File: src/dpac_defines.svh
// Notes on behaviour
// - each wiper setting register has a preload register, writable and readable back.
// - transfer command copies preload into wiper setting, one channel or all at once.
// - any new wiper setting value is also written into its preload register.
// - gain mode adds a second preload and wiper setting; switching keeps contents.
// - independent mode pin high at power-up starts gain mode, loading from memory.
// - effective mode is pin OR gain mode control bit; potentiometer only when both low.
// - entering top or bottom scale leaves wiper setting contents unchanged.
// - scale positions exit on exit command, any wiper load, or shutdown entry.
// - top scale: pot mode A-wiper top-scale, wiper-B end-to-end; gain mode both end-to-end.
// - bottom scale: wiper-B bottom-scale; A-wiper end-to-end pot, top-scale gain mode.
// - linear increment and decrement step one position, single or all channels.
// - plus 6 dB shifts left doubling, minus 6 dB shifts right halving.
// - left shift of zero gives one, of 0x80 gives full scale.
// - right shift inserts zero at top; one goes to zero, zero stays zero.
// - software reset and reset pin low pulse reload wipers from memory, about 30 us.
// - nonvolatile memory defaults to midscale so first power-up is midscale.
// - shutdown command enters on data bit 0 high, exits on low; contents kept.
// - every command is still accepted and executed while in shutdown.
// - shutdown path states depend on string select address bit and mode.
// - control bits 0 and 1 separately block memory and wiper setting updates.
// - protected wiper settings accept only the copy from nonvolatile memory.
`ifndef DPAC_DEFINES_SVH
`define DPAC_DEFINES_SVH

// ----------------------------------------
// command opcodes
// ----------------------------------------
`define DPAC_OP_NOP      4'h0
`define DPAC_OP_WR_WIPER 4'h1
`define DPAC_OP_WR_PRE   4'h2
`define DPAC_OP_READ     4'h3
`define DPAC_OP_LIN      4'h4
`define DPAC_OP_DB       4'h5
`define DPAC_OP_XFER     4'h6
`define DPAC_OP_COPY     4'h7
`define DPAC_OP_WR_NV    4'h8
`define DPAC_OP_SCALE    4'h9
`define DPAC_OP_SRESET   4'hB
`define DPAC_OP_SHUT     4'hC
`define DPAC_OP_CTRL     4'hD

// ----------------------------------------
// field positions and values
// ----------------------------------------
`define DPAC_A_ALL       3
`define DPAC_A_STR       2
`define DPAC_A_CH        0
`define DPAC_D_LSB       0
`define DPAC_D_TOP       7
`define DPAC_CB_NV_PROT  0
`define DPAC_CB_WP_PROT  1
`define DPAC_CB_GAIN     2
`define DPAC_CTRL_W      3
`define DPAC_CTRL_RST    3'h0
`define DPAC_RB_PRE      2'h0
`define DPAC_RB_NV       2'h1
`define DPAC_RB_CTRL     2'h2
`define DPAC_MIDSCALE    8'h80
`define DPAC_ZERO        8'h00
`define DPAC_ONE         8'h01
`define DPAC_FULL        8'hFF

// ----------------------------------------
// timing
// ----------------------------------------
`define DPAC_CLK_NS      20
`define DPAC_RELOAD_NS   30000
`define DPAC_RELOAD_CYC  (`DPAC_RELOAD_NS / `DPAC_CLK_NS)
`define DPAC_CNT_W       11

`endif

File: src/dpac_pkg.sv
package dpac_pkg;

    // ----------------------------------------
    // command word and path state
    // ----------------------------------------
    typedef struct packed {
        logic [3:0] op;
        logic [3:0] addr;
        logic [7:0] data;
    } dpac_cmd_t;

    typedef enum logic [2:0] {
        PSEL_SETTING,
        PSEL_OPEN,
        PSEL_END,
        PSEL_TOP,
        PSEL_BOTTOM
    } dpac_psel_t;

    typedef struct packed {
        dpac_psel_t sel;
        logic [7:0] code;
    } dpac_path_t;

    typedef enum logic [2:0] {
        STEP_INC,
        STEP_DEC,
        STEP_SHL,
        STEP_SHR
    } dpac_step_t;

    typedef enum logic {
        ST_RELOAD,
        ST_RUN
    } dpac_state_t;

endpackage

File: src/dpac_step.sv
`include "dpac_defines.svh"

module dpac_step
    import dpac_pkg::*;
(
    input  wire logic [7:0]         value,
    input  dpac_pkg::dpac_step_t    op,
    output logic [7:0]              result
);
    import dpac_pkg::*;

    // ----------------------------------------
    // step arithmetic
    // ----------------------------------------
    always_comb begin
        result = value;
        unique case (op)
            STEP_INC: result = (value == `DPAC_FULL) ? value : value + `DPAC_ONE;
            STEP_DEC: result = (value == `DPAC_ZERO) ? value : value - `DPAC_ONE;
            STEP_SHL: begin
                if (value == `DPAC_ZERO)
                    result = `DPAC_ONE;
                else if (value[7])
                    result = `DPAC_FULL;
                else
                    result = {value[6:0], 1'b0};
            end
            STEP_SHR: result = {1'b0, value[7:1]};
            default:  result = value;
        endcase
    end

endmodule // dpac_step

File: src/dpac_core.sv
`include "dpac_defines.svh"

module dpac_core
    import dpac_pkg::*;
(
    input  wire logic                   clk,
    input  wire logic                   reset,
    input  wire logic                   cmd_valid,
    input  dpac_pkg::dpac_cmd_t         cmd,
    output logic                        cmd_ready,
    input  wire logic                   independent_mode_pin,
    input  wire logic                   reset_pin_n,
    output logic                        rd_valid,
    output logic [7:0]                  rd_data,
    output logic                        gain_mode,
    output logic [1:0]                  shutdown,
    output logic [1:0]                  top_scale_position,
    output logic [1:0]                  bottom_scale_position,
    output logic [1:0][1:0][7:0]        wiper_setting_register,
    output dpac_pkg::dpac_path_t [1:0]  a_to_wiper_resistance,
    output dpac_pkg::dpac_path_t [1:0]  wiper_to_b_resistance
);
    import dpac_pkg::*;

    // ----------------------------------------
    // pin synchronisers
    // ----------------------------------------
    logic               independent_mode_pin_m_r;
    logic               independent_mode_pin_s_r;
    logic               rpin_m_r;
    logic               rpin_s_r;
    logic               rpin_d_r;

    always_ff @(posedge clk or posedge reset) begin
        if (reset) begin
            independent_mode_pin_m_r <= 1'b0;
            independent_mode_pin_s_r <= 1'b0;
            rpin_m_r  <= 1'b1;
            rpin_s_r  <= 1'b1;
            rpin_d_r  <= 1'b1;
        end else begin
            independent_mode_pin_m_r <= independent_mode_pin;
            independent_mode_pin_s_r <= independent_mode_pin_m_r;
            rpin_m_r  <= reset_pin_n;
            rpin_s_r  <= rpin_m_r;
            rpin_d_r  <= rpin_s_r;
        end
    end

    wire                rpin_fall = rpin_d_r & ~rpin_s_r;

    // ----------------------------------------
    // control register and mode
    // ----------------------------------------
    logic [`DPAC_CTRL_W-1:0] ctrl_r;
    wire                nv_prot = ctrl_r[`DPAC_CB_NV_PROT];
    wire                wp_prot = ctrl_r[`DPAC_CB_WP_PROT];
    wire                mode_lin = independent_mode_pin_s_r | ctrl_r[`DPAC_CB_GAIN];

    // ----------------------------------------
    // command decode
    // ----------------------------------------
    dpac_state_t        state_r;
    logic [`DPAC_CNT_W-1:0] cnt_r;

    wire                go       = cmd_valid & cmd_ready;
    wire                d0       = cmd.data[`DPAC_D_LSB];
    wire                is_wr    = go & (cmd.op == `DPAC_OP_WR_WIPER);
    wire                is_pre   = go & (cmd.op == `DPAC_OP_WR_PRE);
    wire                is_rd    = go & (cmd.op == `DPAC_OP_READ);
    wire                is_lin   = go & (cmd.op == `DPAC_OP_LIN);
    wire                is_db    = go & (cmd.op == `DPAC_OP_DB);
    wire                is_xfer  = go & (cmd.op == `DPAC_OP_XFER);
    wire                is_to_nv = go & (cmd.op == `DPAC_OP_COPY) & d0;
    wire                is_fr_nv = go & (cmd.op == `DPAC_OP_COPY) & ~d0;
    wire                is_nv_wr = go & (cmd.op == `DPAC_OP_WR_NV);
    wire                is_scale = go & (cmd.op == `DPAC_OP_SCALE);
    wire                is_sres  = go & (cmd.op == `DPAC_OP_SRESET);
    wire                is_shut  = go & (cmd.op == `DPAC_OP_SHUT);
    wire                is_ctrl  = go & (cmd.op == `DPAC_OP_CTRL);
    wire                is_step  = is_lin | is_db;
    wire                all_ok   = is_step | is_xfer | is_scale | is_shut;
    wire                all_ch   = all_ok & cmd.addr[`DPAC_A_ALL];
    wire                str_sel  = mode_lin & cmd.addr[`DPAC_A_STR];
    wire                ch_addr  = cmd.addr[`DPAC_A_CH];
    wire                top_sel  = cmd.data[`DPAC_D_TOP];

    dpac_step_t         step_op;
    assign step_op = is_lin ? (d0 ? STEP_INC : STEP_DEC)
                            : (d0 ? STEP_SHL : STEP_SHR);

    // ----------------------------------------
    // reload sequencer
    // ----------------------------------------
    wire                reload_go   = is_sres | rpin_fall;
    wire                reload_done = (state_r == ST_RELOAD) &
                                      (cnt_r == `DPAC_CNT_W'(`DPAC_RELOAD_CYC - 1));

    always_ff @(posedge clk or posedge reset) begin
        if (reset) begin
            state_r <= ST_RELOAD;
            cnt_r   <= '0;
        end else if (reload_go) begin
            state_r <= ST_RELOAD;
            cnt_r   <= '0;
        end else if (reload_done) begin
            state_r <= ST_RUN;
            cnt_r   <= '0;
        end else if (state_r == ST_RELOAD) begin
            cnt_r   <= cnt_r + `DPAC_CNT_W'(1);
        end
    end

    assign cmd_ready = (state_r == ST_RUN);

    always_ff @(posedge clk or posedge reset) begin
        if (reset)
            ctrl_r <= `DPAC_CTRL_RST;
        else if (is_ctrl)
            ctrl_r <= cmd.data[`DPAC_CTRL_W-1:0];
    end

    // ----------------------------------------
    // per entry storage: channel by string
    // ----------------------------------------
    logic [1:0][1:0][7:0] pre_w;
    logic [1:0][1:0][7:0] nv_w;
    logic [1:0]           ch_load;

    genvar gc;
    genvar gs;
    generate
        for (gc = 0; gc < 2; gc++) begin : g_ch
            wire ch_hit = all_ch | (ch_addr == gc[0]);
            logic [1:0] load_s;
            for (gs = 0; gs < 2; gs++) begin : g_str
                logic [7:0] wip_r;
                logic [7:0] pre_r;
                logic [7:0] nv_r;
                logic [7:0] step_val;
                logic [7:0] wip_nxt;
                wire        hit     = ch_hit & (str_sel == gs[0]);
                wire        upd     = hit & ~wp_prot & (is_wr | is_step | is_xfer);
                wire        from_nv = reload_done | (hit & is_fr_nv);
                wire        load    = upd | from_nv;

                dpac_step u_step (
                    .value  (wip_r),
                    .op     (step_op),
                    .result (step_val)
                );

                assign wip_nxt = from_nv ? nv_r :
                                 is_wr   ? cmd.data :
                                 is_xfer ? pre_r : step_val;

                always_ff @(posedge clk or posedge reset) begin
                    if (reset) begin
                        wip_r <= `DPAC_MIDSCALE;
                        pre_r <= `DPAC_MIDSCALE;
                        nv_r  <= `DPAC_MIDSCALE;
                    end else begin
                        if (load) begin
                            wip_r <= wip_nxt;
                            pre_r <= wip_nxt;
                        end else if (hit & is_pre) begin
                            pre_r <= cmd.data;
                        end
                        if (hit & ~nv_prot & is_nv_wr)
                            nv_r <= cmd.data;
                        else if (hit & ~nv_prot & is_to_nv)
                            nv_r <= wip_r;
                    end
                end

                assign load_s[gs]                    = load;
                assign wiper_setting_register[gc][gs] = wip_r;
                assign pre_w[gc][gs]                 = pre_r;
                assign nv_w[gc][gs]                  = nv_r;
            end
            assign ch_load[gc] = |load_s;
        end
    endgenerate

    // ----------------------------------------
    // scale and shutdown state per channel
    // ----------------------------------------
    logic [1:0] ts_r;
    logic [1:0] bs_r;
    logic [1:0] sd_r;
    logic [1:0] sd_str_r;

    generate
        for (gc = 0; gc < 2; gc++) begin : g_state
            wire hit      = all_ch | (ch_addr == gc[0]);
            wire sd_enter = is_shut & hit & d0;
            wire ts_exit  = ch_load[gc] | sd_enter | (is_scale & hit & top_sel & ~d0);
            wire bs_exit  = ch_load[gc] | sd_enter | (is_scale & hit & ~top_sel & ~d0);
            wire ts_enter = is_scale & hit & top_sel & d0;
            wire bs_enter = is_scale & hit & ~top_sel & d0;

            always_ff @(posedge clk or posedge reset) begin
                if (reset) begin
                    ts_r[gc]     <= 1'b0;
                    bs_r[gc]     <= 1'b0;
                    sd_r[gc]     <= 1'b0;
                    sd_str_r[gc] <= 1'b0;
                end else begin
                    if (ts_exit)
                        ts_r[gc] <= 1'b0;
                    else if (ts_enter)
                        ts_r[gc] <= 1'b1;
                    else if (bs_enter)
                        ts_r[gc] <= 1'b0;
                    if (bs_exit)
                        bs_r[gc] <= 1'b0;
                    else if (bs_enter)
                        bs_r[gc] <= 1'b1;
                    else if (ts_enter)
                        bs_r[gc] <= 1'b0;
                    if (reload_done) begin
                        sd_r[gc] <= 1'b0;
                    end else if (is_shut & hit) begin
                        sd_r[gc]     <= d0;
                        sd_str_r[gc] <= cmd.addr[`DPAC_A_STR];
                    end
                end
            end
        end
    endgenerate

    // ----------------------------------------
    // resistance path selection
    // ----------------------------------------
    dpac_path_t [1:0] aw_nxt;
    dpac_path_t [1:0] wb_nxt;

    generate
        for (gc = 0; gc < 2; gc++) begin : g_path
            wire [7:0] s0 = wiper_setting_register[gc][0];
            wire [7:0] s1 = wiper_setting_register[gc][1];
            always_comb begin
                aw_nxt[gc] = mode_lin ? dpac_path_t'{PSEL_SETTING, s1}
                                      : dpac_path_t'{PSEL_SETTING, ~s0};
                wb_nxt[gc] = '{PSEL_SETTING, s0};
                if (sd_r[gc]) begin
                    if (!mode_lin) begin
                        aw_nxt[gc] = '{PSEL_OPEN, `DPAC_ZERO};
                        wb_nxt[gc] = '{PSEL_BOTTOM, `DPAC_ZERO};
                    end else if (sd_str_r[gc]) begin
                        aw_nxt[gc] = '{PSEL_OPEN, `DPAC_ZERO};
                    end else begin
                        wb_nxt[gc] = '{PSEL_OPEN, `DPAC_ZERO};
                    end
                end else if (ts_r[gc]) begin
                    aw_nxt[gc] = mode_lin ? dpac_path_t'{PSEL_END, `DPAC_ZERO}
                                          : dpac_path_t'{PSEL_TOP, `DPAC_ZERO};
                    wb_nxt[gc] = '{PSEL_END, `DPAC_ZERO};
                end else if (bs_r[gc]) begin
                    aw_nxt[gc] = mode_lin ? dpac_path_t'{PSEL_TOP, `DPAC_ZERO}
                                          : dpac_path_t'{PSEL_END, `DPAC_ZERO};
                    wb_nxt[gc] = '{PSEL_BOTTOM, `DPAC_ZERO};
                end
            end
        end
    endgenerate

    always_ff @(posedge clk or posedge reset) begin
        if (reset) begin
            a_to_wiper_resistance <= '{2{'{PSEL_SETTING, `DPAC_MIDSCALE}}};
            wiper_to_b_resistance <= '{2{'{PSEL_SETTING, `DPAC_MIDSCALE}}};
        end else begin
            a_to_wiper_resistance <= aw_nxt;
            wiper_to_b_resistance <= wb_nxt;
        end
    end

    // ----------------------------------------
    // readback
    // ----------------------------------------
    wire [1:0] rb_src = cmd.data[1:0];
    wire       rb_str = cmd.addr[`DPAC_A_STR];
    wire [7:0] rb_val = (rb_src == `DPAC_RB_PRE)  ? pre_w[ch_addr][rb_str] :
                        (rb_src == `DPAC_RB_NV)   ? nv_w[ch_addr][rb_str] :
                        (rb_src == `DPAC_RB_CTRL) ? {5'h00, ctrl_r} :
                        wiper_setting_register[ch_addr][rb_str];

    always_ff @(posedge clk or posedge reset) begin
        if (reset) begin
            rd_valid <= 1'b0;
            rd_data  <= `DPAC_ZERO;
        end else begin
            rd_valid <= is_rd;
            if (is_rd)
                rd_data <= rb_val;
        end
    end

    // ----------------------------------------
    // status
    // ----------------------------------------
    assign gain_mode             = mode_lin;
    assign shutdown              = sd_r;
    assign top_scale_position    = ts_r;
    assign bottom_scale_position = bs_r;

endmodule // dpac_core

File: config.mk
export PLATFORM = sky130hd
export DESIGN_NAME = dpac_core
export DESIGN_NICKNAME = d
export VERILOG_FILES = /design/src/dpac_pkg.sv /design/src/dpac_step.sv /design/src/dpac_core.sv
export VERILOG_INCLUDE_DIRS = /design/src
export SDC_FILE = /design/constraint.sdc
export NUM_CORES = 1
export LEC_CHECK = 0
export BUFFER_PORTS_ARGS = -buffer_cell sky130_fd_sc_hd__buf_2
export CAP_MARGIN = 20
export CORE_ASPECT_RATIO = 1.25
export CORE_MARGIN = 1
export CORE_UTILIZATION = 43
export CTS_CLUSTER_SIZE = 25
export DETAILED_ROUTE_END_ITERATION = 10
export SLEW_MARGIN = 25
export SYNTH_ARGS = -nofsm -noshare
export SYNTH_HDL_FRONTEND = slang
export SYNTH_SLANG_ARGS = --single-unit
File: constraint.sdc
create_clock -name clk -period 9.31 [get_ports clk]
set_input_delay 1.862 -clock clk [delete_from_list [all_inputs] [get_ports clk]]
set_output_delay 1.862 -clock clk [all_outputs]
set_load 0.02 [all_outputs]
==> impl_metrics.ini, run 1 <==
[run_status]
status = completed

[timing]
final.min_clock_period_ns = 4.94
finalCritPeriodShare_pct = 53.1
whs_ns = 0.352
fin_setup_tns_ns = 0
worst_pin_slew_ns = 1.03
setup_viol = 0
rsz0062_at_grt = no
slew_viol_final = 0
fin_skew_ns = 0.0142
timing_hold_violations_final = 0
timing.fmax_ghz = 0.202
relSlewSlack_pct = 31.0

[job]
maxCapViolCount = 0

[logic_synthesis]
netlist_top_cells_area = dfrtp_1 (34%), a21oi_1 (5.6%), mux4_2 (5.3%)
synth_top_area_share_pct = 33.8
yosysUniqueCellTypes = 86
synth_edf_count = 0
seq_area_frac_synth_pct = 38.1
yosys-top-cells-count = dfrtp_1 (156), a21oi_1 (130), nor2_1 (122), nand2_1 (114), o21ai_0 (99)
synth_seq_cells = 175
synth.avg_cell_area_um2 = 8.66
synth_top_area_cell = dfrtp_1
yosysMostFrequentCell = dfrtp_1
yosysWarnings = 0
synthesis.area_um2 = 11600
async_flop_share_pct = 100
postSynthCellCount = 1335
yosys_most_used_dff = dfrtp_1

[power_and_ir_drop]
clkPwrFrac_pct = 44.0
p_leak_nw = 5.55
p_sw_mw = 0.429
power_frac_comb_pct = 7.4
ir_worst_vdd_mv = 0.112
p_int_mw = 1.18
p_per_area_nw_per_um2 = 126
seq_power_share_pct = 48.5
switching_share_pct = 26.7
power_mw = 1.61

[cts]
cts_tree = built
clk_path_buf_depth = 2
cts-buffers-inserted = 17
cts-root-buf = clkbuf_16
clkTransAtPathRegs_ns = 0.07
cts_setup_buffers = 0
clock_latency_ns = 0.45
numClockSinks = 175
htree_num_levels = 4
cts_hold_buf = 0
cts.repair.resized = 0

[routing]
wl_per_cell_um = 27.3
postRouteAntennaNets = 0
wirelength_um = 47000
drc = 0
drt_iter0_drc = 1389
via_per_inst = 6.81
first_pass_iters = 5
num_vias = 11700

[min_path]
holdCritPathClass = reg2reg
hp-start = independent_mode_pin_m_r
min_to = independent_mode_pin_s_r
hold_depth = 0

[placed_design]
numPortBuffers = 110
placed_cells = 1687
postPlaceCellArea_um2 = 12200
routabilityCongestion = 1.07
dp_hpwl_um = 33300

[worst_setup_path]
worstPathArrival_ns = 5.27
reg2reg_from = cmd_ready
reg2reg_slack_ns = 5.80
endpoint_kind = register
criticalPathCategory = in2reg
critPathRequiredTime_ns = 9.64
startpoint_type = primary input
path_max_fanout = 28
reg2reg_to = g_ch[0].g_str[1].pre_r[1]
rr_worst_depth = 6

[global_route]
grt_pass1_vias = 10700
grt.total_usage_pct = 34.7
grt-ovfl-total = 0
grt_pass1_wl_um = 69600
grt_antenna_before_repair = 0
grt_max_degree = 97

[die]
io_pins = 114
die_h_um = 185
row_count = 66
core_area_um2 = 26200
initial_core_util_pct = 44.2
die-area_um2 = 27500
die_x_um = 149

[layout]
drive_above_1_share_pct = 18.2
fin_nets = 1396
syn_to_final_growth_pct = 10.7
final_area_um2 = 12800
fin_cells = 1720
-- sequential cells by signal, indices dropped and copies added (netlist names), 3 cells and up --
name / count
rd_data: 8
g_ch.g_str.nv_r: 32
wiper_to_b_resistance: 22
cnt_r: 11
a_to_wiper_resistance: 20
g_ch.g_str.wip_r: 32
ctrl_r: 3
g_ch.g_str.pre_r: 32
-- worst max-delay path: stages --
cell and delay (ns):
buf_2 0.69, o21a_1 0.59, a211oi_1 0.28, and3_1 0.37, nor2_1 0.83, nand2_1 0.33, o22a_1 0.29
-- per-stage QoR --
stage,utilization (%),setup slack (ns)
after floorplan,-,2.73
after global placement,46.7,4.03
after detailed placement,46.7,4.01
after CTS,48.8,4.49
after global routing,48.9,4.18
final,48.9,4.37
-- cell families after synthesis --
| kind of cell | share of synthesized area, % |
|---|---|
| buf+inv | 5.81 |
| simple gates | 19.3 |
| mux | 6.75 |
| fa+ha+maj | 1.06 |
| flops | 38.1 |
| xor+xnor | 1.29 |
| other cells | 0.0324 |
| compound gates | 27.6 |
-- how the worst max path moves through the flow --
stage / from / to / slack [ns] / depth (start not counted)
floorplan: reset / a_to_wiper_resistance[0] / 2.73 / 1
global placement: cmd[10] / g_ch[1].g_str[0].pre_r[3] / 4.03 / 7
detailed placement: cmd[10] / g_ch[1].g_str[0].pre_r[5] / 4.01 / 7
CTS: cmd[10] / g_ch[1].g_str[0].pre_r[5] / 4.49 / 7
global route: cmd[10] / g_ch[1].g_str[0].pre_r[5] / 4.18 / 7
finish: cmd[10] / g_ch[1].g_str[0].pre_r[5] / 4.37 / 7
-- metal layers --
layer  GRT usage [%]  up-vias  wire length [um]
li1                -     5062                 -
met1            45.0     5742             18400
met4            20.6        0              2970
met2            52.7      747             21100
met5               0        -                 0
met3            7.66      167              4590
-- cell usage in the layout, fill, tap and decap left out, types with 13 or more instances in the layout --
master and n:
clkbuf_16 17, o22a_1 13, nor3_1 28, and3_1 15, nand2_1 114, o22ai_1 26, o21ai_0 99, buf_4 28
or3_1 14, o211ai_1 24, inv_1 32, dfstp_2 19, a21oi_1 130, a21o_1 15, nand4_1 13, nand3_1 42
a211oi_1 14, o221ai_1 13, buf_2 110, a31oi_1 20, nor2_1 121, dfrtp_1 156, and2_1 27, mux4_2 27
-- area by class of cell --
type	count	area, um2
Fill cell	2542	13400
Tap cell	340	425
Sequential cell	175	4400
Inverter	33	129
Multi-Input combinational cell	1000	6510
Antenna cell	1	2.50
Clock buffer	19	433
Timing Repair Buffer	139	772
Clock inverter	13	129
-- power by group through the flow --
| stage | clock (mW) | combinational [mW] | sequential [mW] |
|---|---|---|---|
| after detailed placement | 0 | 0.117 | 0.795 |
| after floorplan | 0 | 0.0743 | 0.797 |
| after CTS | 0.714 | 0.118 | 0.780 |
| after global routing | 0.741 | 0.129 | 0.781 |
| after global placement | 0 | 0.116 | 0.794 |
| final | 0.708 | 0.120 | 0.780 |
Note: power is estimated with default switching activity, not from simulation.
==> inputs of run 2 (changes only) <==
Clock period 9.31 ns to 4.28 ns, I/O delays scaled along.
==> run 2 against run 1 <==
Compared with the run above:
- wire length grew 0.26%
- final cell count rose by 1.3%
- flip-flop and latch count unchanged
- first-iteration DRC count rose by 5.6%
- clock skew increased by 0.0017 ns
- final area up 1.7%
- clock power increased by 120%
- total power is 120% higher
- sequential share of layout area shrank 0.58 points
- non-clock buffer count increased by 23
- critical endpoint is now g_ch[1].g_str[0].pre_r[3]
- largest power group unchanged
==> impl_metrics.ini, run 2 (synthesis results as in run 1) <==
[layout]
fin_nets = 1419
final_area_um2 = 13000
top_regs = g_ch.g_str.nv_r x32, g_ch.g_str.pre_r x32, g_ch.g_str.wip_r x32
post-route-util_pct = 49.7
final_common_cell = dfrtp_1
nFillCells = 2536
final_cell_mix = dfrtp_1 (156), a21oi_1 (130), nor2_1 (121)
syn_to_final_growth_pct = 12.7
drive_above_1_share_pct = 19.7

[worst_setup_path]
cp_slowest_cell = nor2_1
cp_slowest_stage_delay_ns = 0.83
critPathRequiredTime_ns = 4.62
worstPathArrival_ns = 3.55
startpoint_type = register
criticalPathCategory = reg2reg
endpoint_kind = register
crit_chain = nand4b_1, or3_1, o31ai_2, nor2_1, nand2_1, o22a_1
path_max_fanout = 18

[die]
die_h_um = 185
die-area_um2 = 27500
row_count = 66
initial_core_util_pct = 44.2
die_x_um = 149
io_pins = 114
core_area_um2 = 26200

[global_route]
grt_pass1_vias = 11100
grt_max_degree = 176
grt.total_usage_pct = 35.0
grt_pass1_wl_um = 70500
grt-ovfl-total = 0
grt_antenna_before_repair = 2

[placed_design]
dp_hpwl_um = 34100
postPlaceCellArea_um2 = 12400
routabilityCongestion = 1.00
numPortBuffers = 110
post-place-ws_ns = 0.780

[power_and_ir_drop]
p_leak_nw = 5.70
clkPwrFrac_pct = 44.2
p_sw_mw = 0.943
p_per_area_nw_per_um2 = 271
power_frac_comb_pct = 7.7
ir_worst_vdd_mv = 0.275
switching_share_pct = 26.7
seq_power_share_pct = 48.1
p_int_mw = 2.59

[routing]
via_per_inst = 6.75
wl_per_cell_um = 27.0
postRouteAntennaNets = 0
drc = 0
first_pass_iters = 6
num_vias = 11800
wirelength_um = 47100
drt_iter0_drc = 1467

[cts]
htree_num_levels = 4
clock_latency_ns = 0.45
clk_path_buf_depth = 2
clkTransAtPathRegs_ns = 0.07
cts-buffers-inserted = 17
cts-root-buf = clkbuf_16
numClockSinks = 175
cts_tree = built
cts.repair.resized = 0
cts_setup_buffers = 0
cts_hold_buf = 0

[timing]
worst_pin_slew_ns = 1.03
fin_skew_ns = 0.0160
timing_hold_violations_final = 0
relSlewSlack_pct = 30.9
finalCritPeriodShare_pct = 75.2
timing.fmax_ghz = 0.311
fin_ws_ns = 1.06
rsz0062_at_grt = no
slew_viol_final = 0
fin_setup_tns_ns = 0
final.min_clock_period_ns = 3.22
setup_viol = 0

[run_status]
status = completed

[job]
maxCapViolCount = 0

[min_path]
holdCritPathClass = reg2reg
-- run 2: final cells by class --
type / instances / area [um2] / area share, %
diodes: 1 / 2.50 / 0.0192
clock buffers: 19 / 443 / 3.40
clock inverters: 13 / 128 / 0.980
inverters: 33 / 128 / 0.980
multi-input cells: 1000 / 6510 / 50.0
flip-flops and latches: 175 / 4400 / 33.8
well taps: 340 / 425 / 3.27
repair buffers: 162 / 986 / 7.57
-- run 2: power groups by stage --
| stage | logic (mW) | clock network (mW) | registers (mW) |
|---|---|---|---|
| after global placement | 0.263 | 0 | 1.73 |
| final | 0.272 | 1.56 | 1.70 |
| after floorplan | 0.162 | 0 | 1.73 |
| after detailed placement | 0.264 | 0 | 1.73 |
| after CTS | 0.266 | 1.58 | 1.70 |
| after global routing | 0.291 | 1.63 | 1.70 |
-- run 2: worst paths after layout --
check	from	endpoint	slack, ns	cells after the start
worst max-delay path	cmd_ready	g_ch[1].g_str[0].pre_r[3]	1.06	6
worst min-delay path	independent_mode_pin_m_r	independent_mode_pin_s_r	0.36	0
worst max register to register	cmd_ready	g_ch[1].g_str[0].pre_r[3]	1.06	6
worst min register to register	independent_mode_pin_m_r	independent_mode_pin_s_r	0.36	0
max in group asynchronous	reset	rd_valid	2.90	4
min in group asynchronous	reset	g_ch[0].g_str[1].wip_r[4]	0.48	3
-- run 2: worst max-delay path, delay by kind of cell, from the launching register on --
kind,cells,cell delay [ns]
simple gates,4,1.99
flops,1,0.60
compound gates,2,0.50
-- run 2: stage by stage --
stage	instances	hold WS, ns	power (mW)
after floorplan	1336	0.331	1.90
final	1743	0.357	3.53
after global routing	1742	0.365	3.62
after CTS	1741	0.362	3.54
after global placement	1709	0.332	1.99
after detailed placement	1709	0.346	1.99
-- run 2: per-layer routing --
metal	track usage (%)	wire length, um	vias to the layer above	share of wire (%)
met5	0	0	-	0
met3	6.48	4490	161	9.5
met4	20.8	2960	0	6.3
met1	45.5	18400	5740	39
met2	54.1	21300	761	45
li1	-	-	5107	-
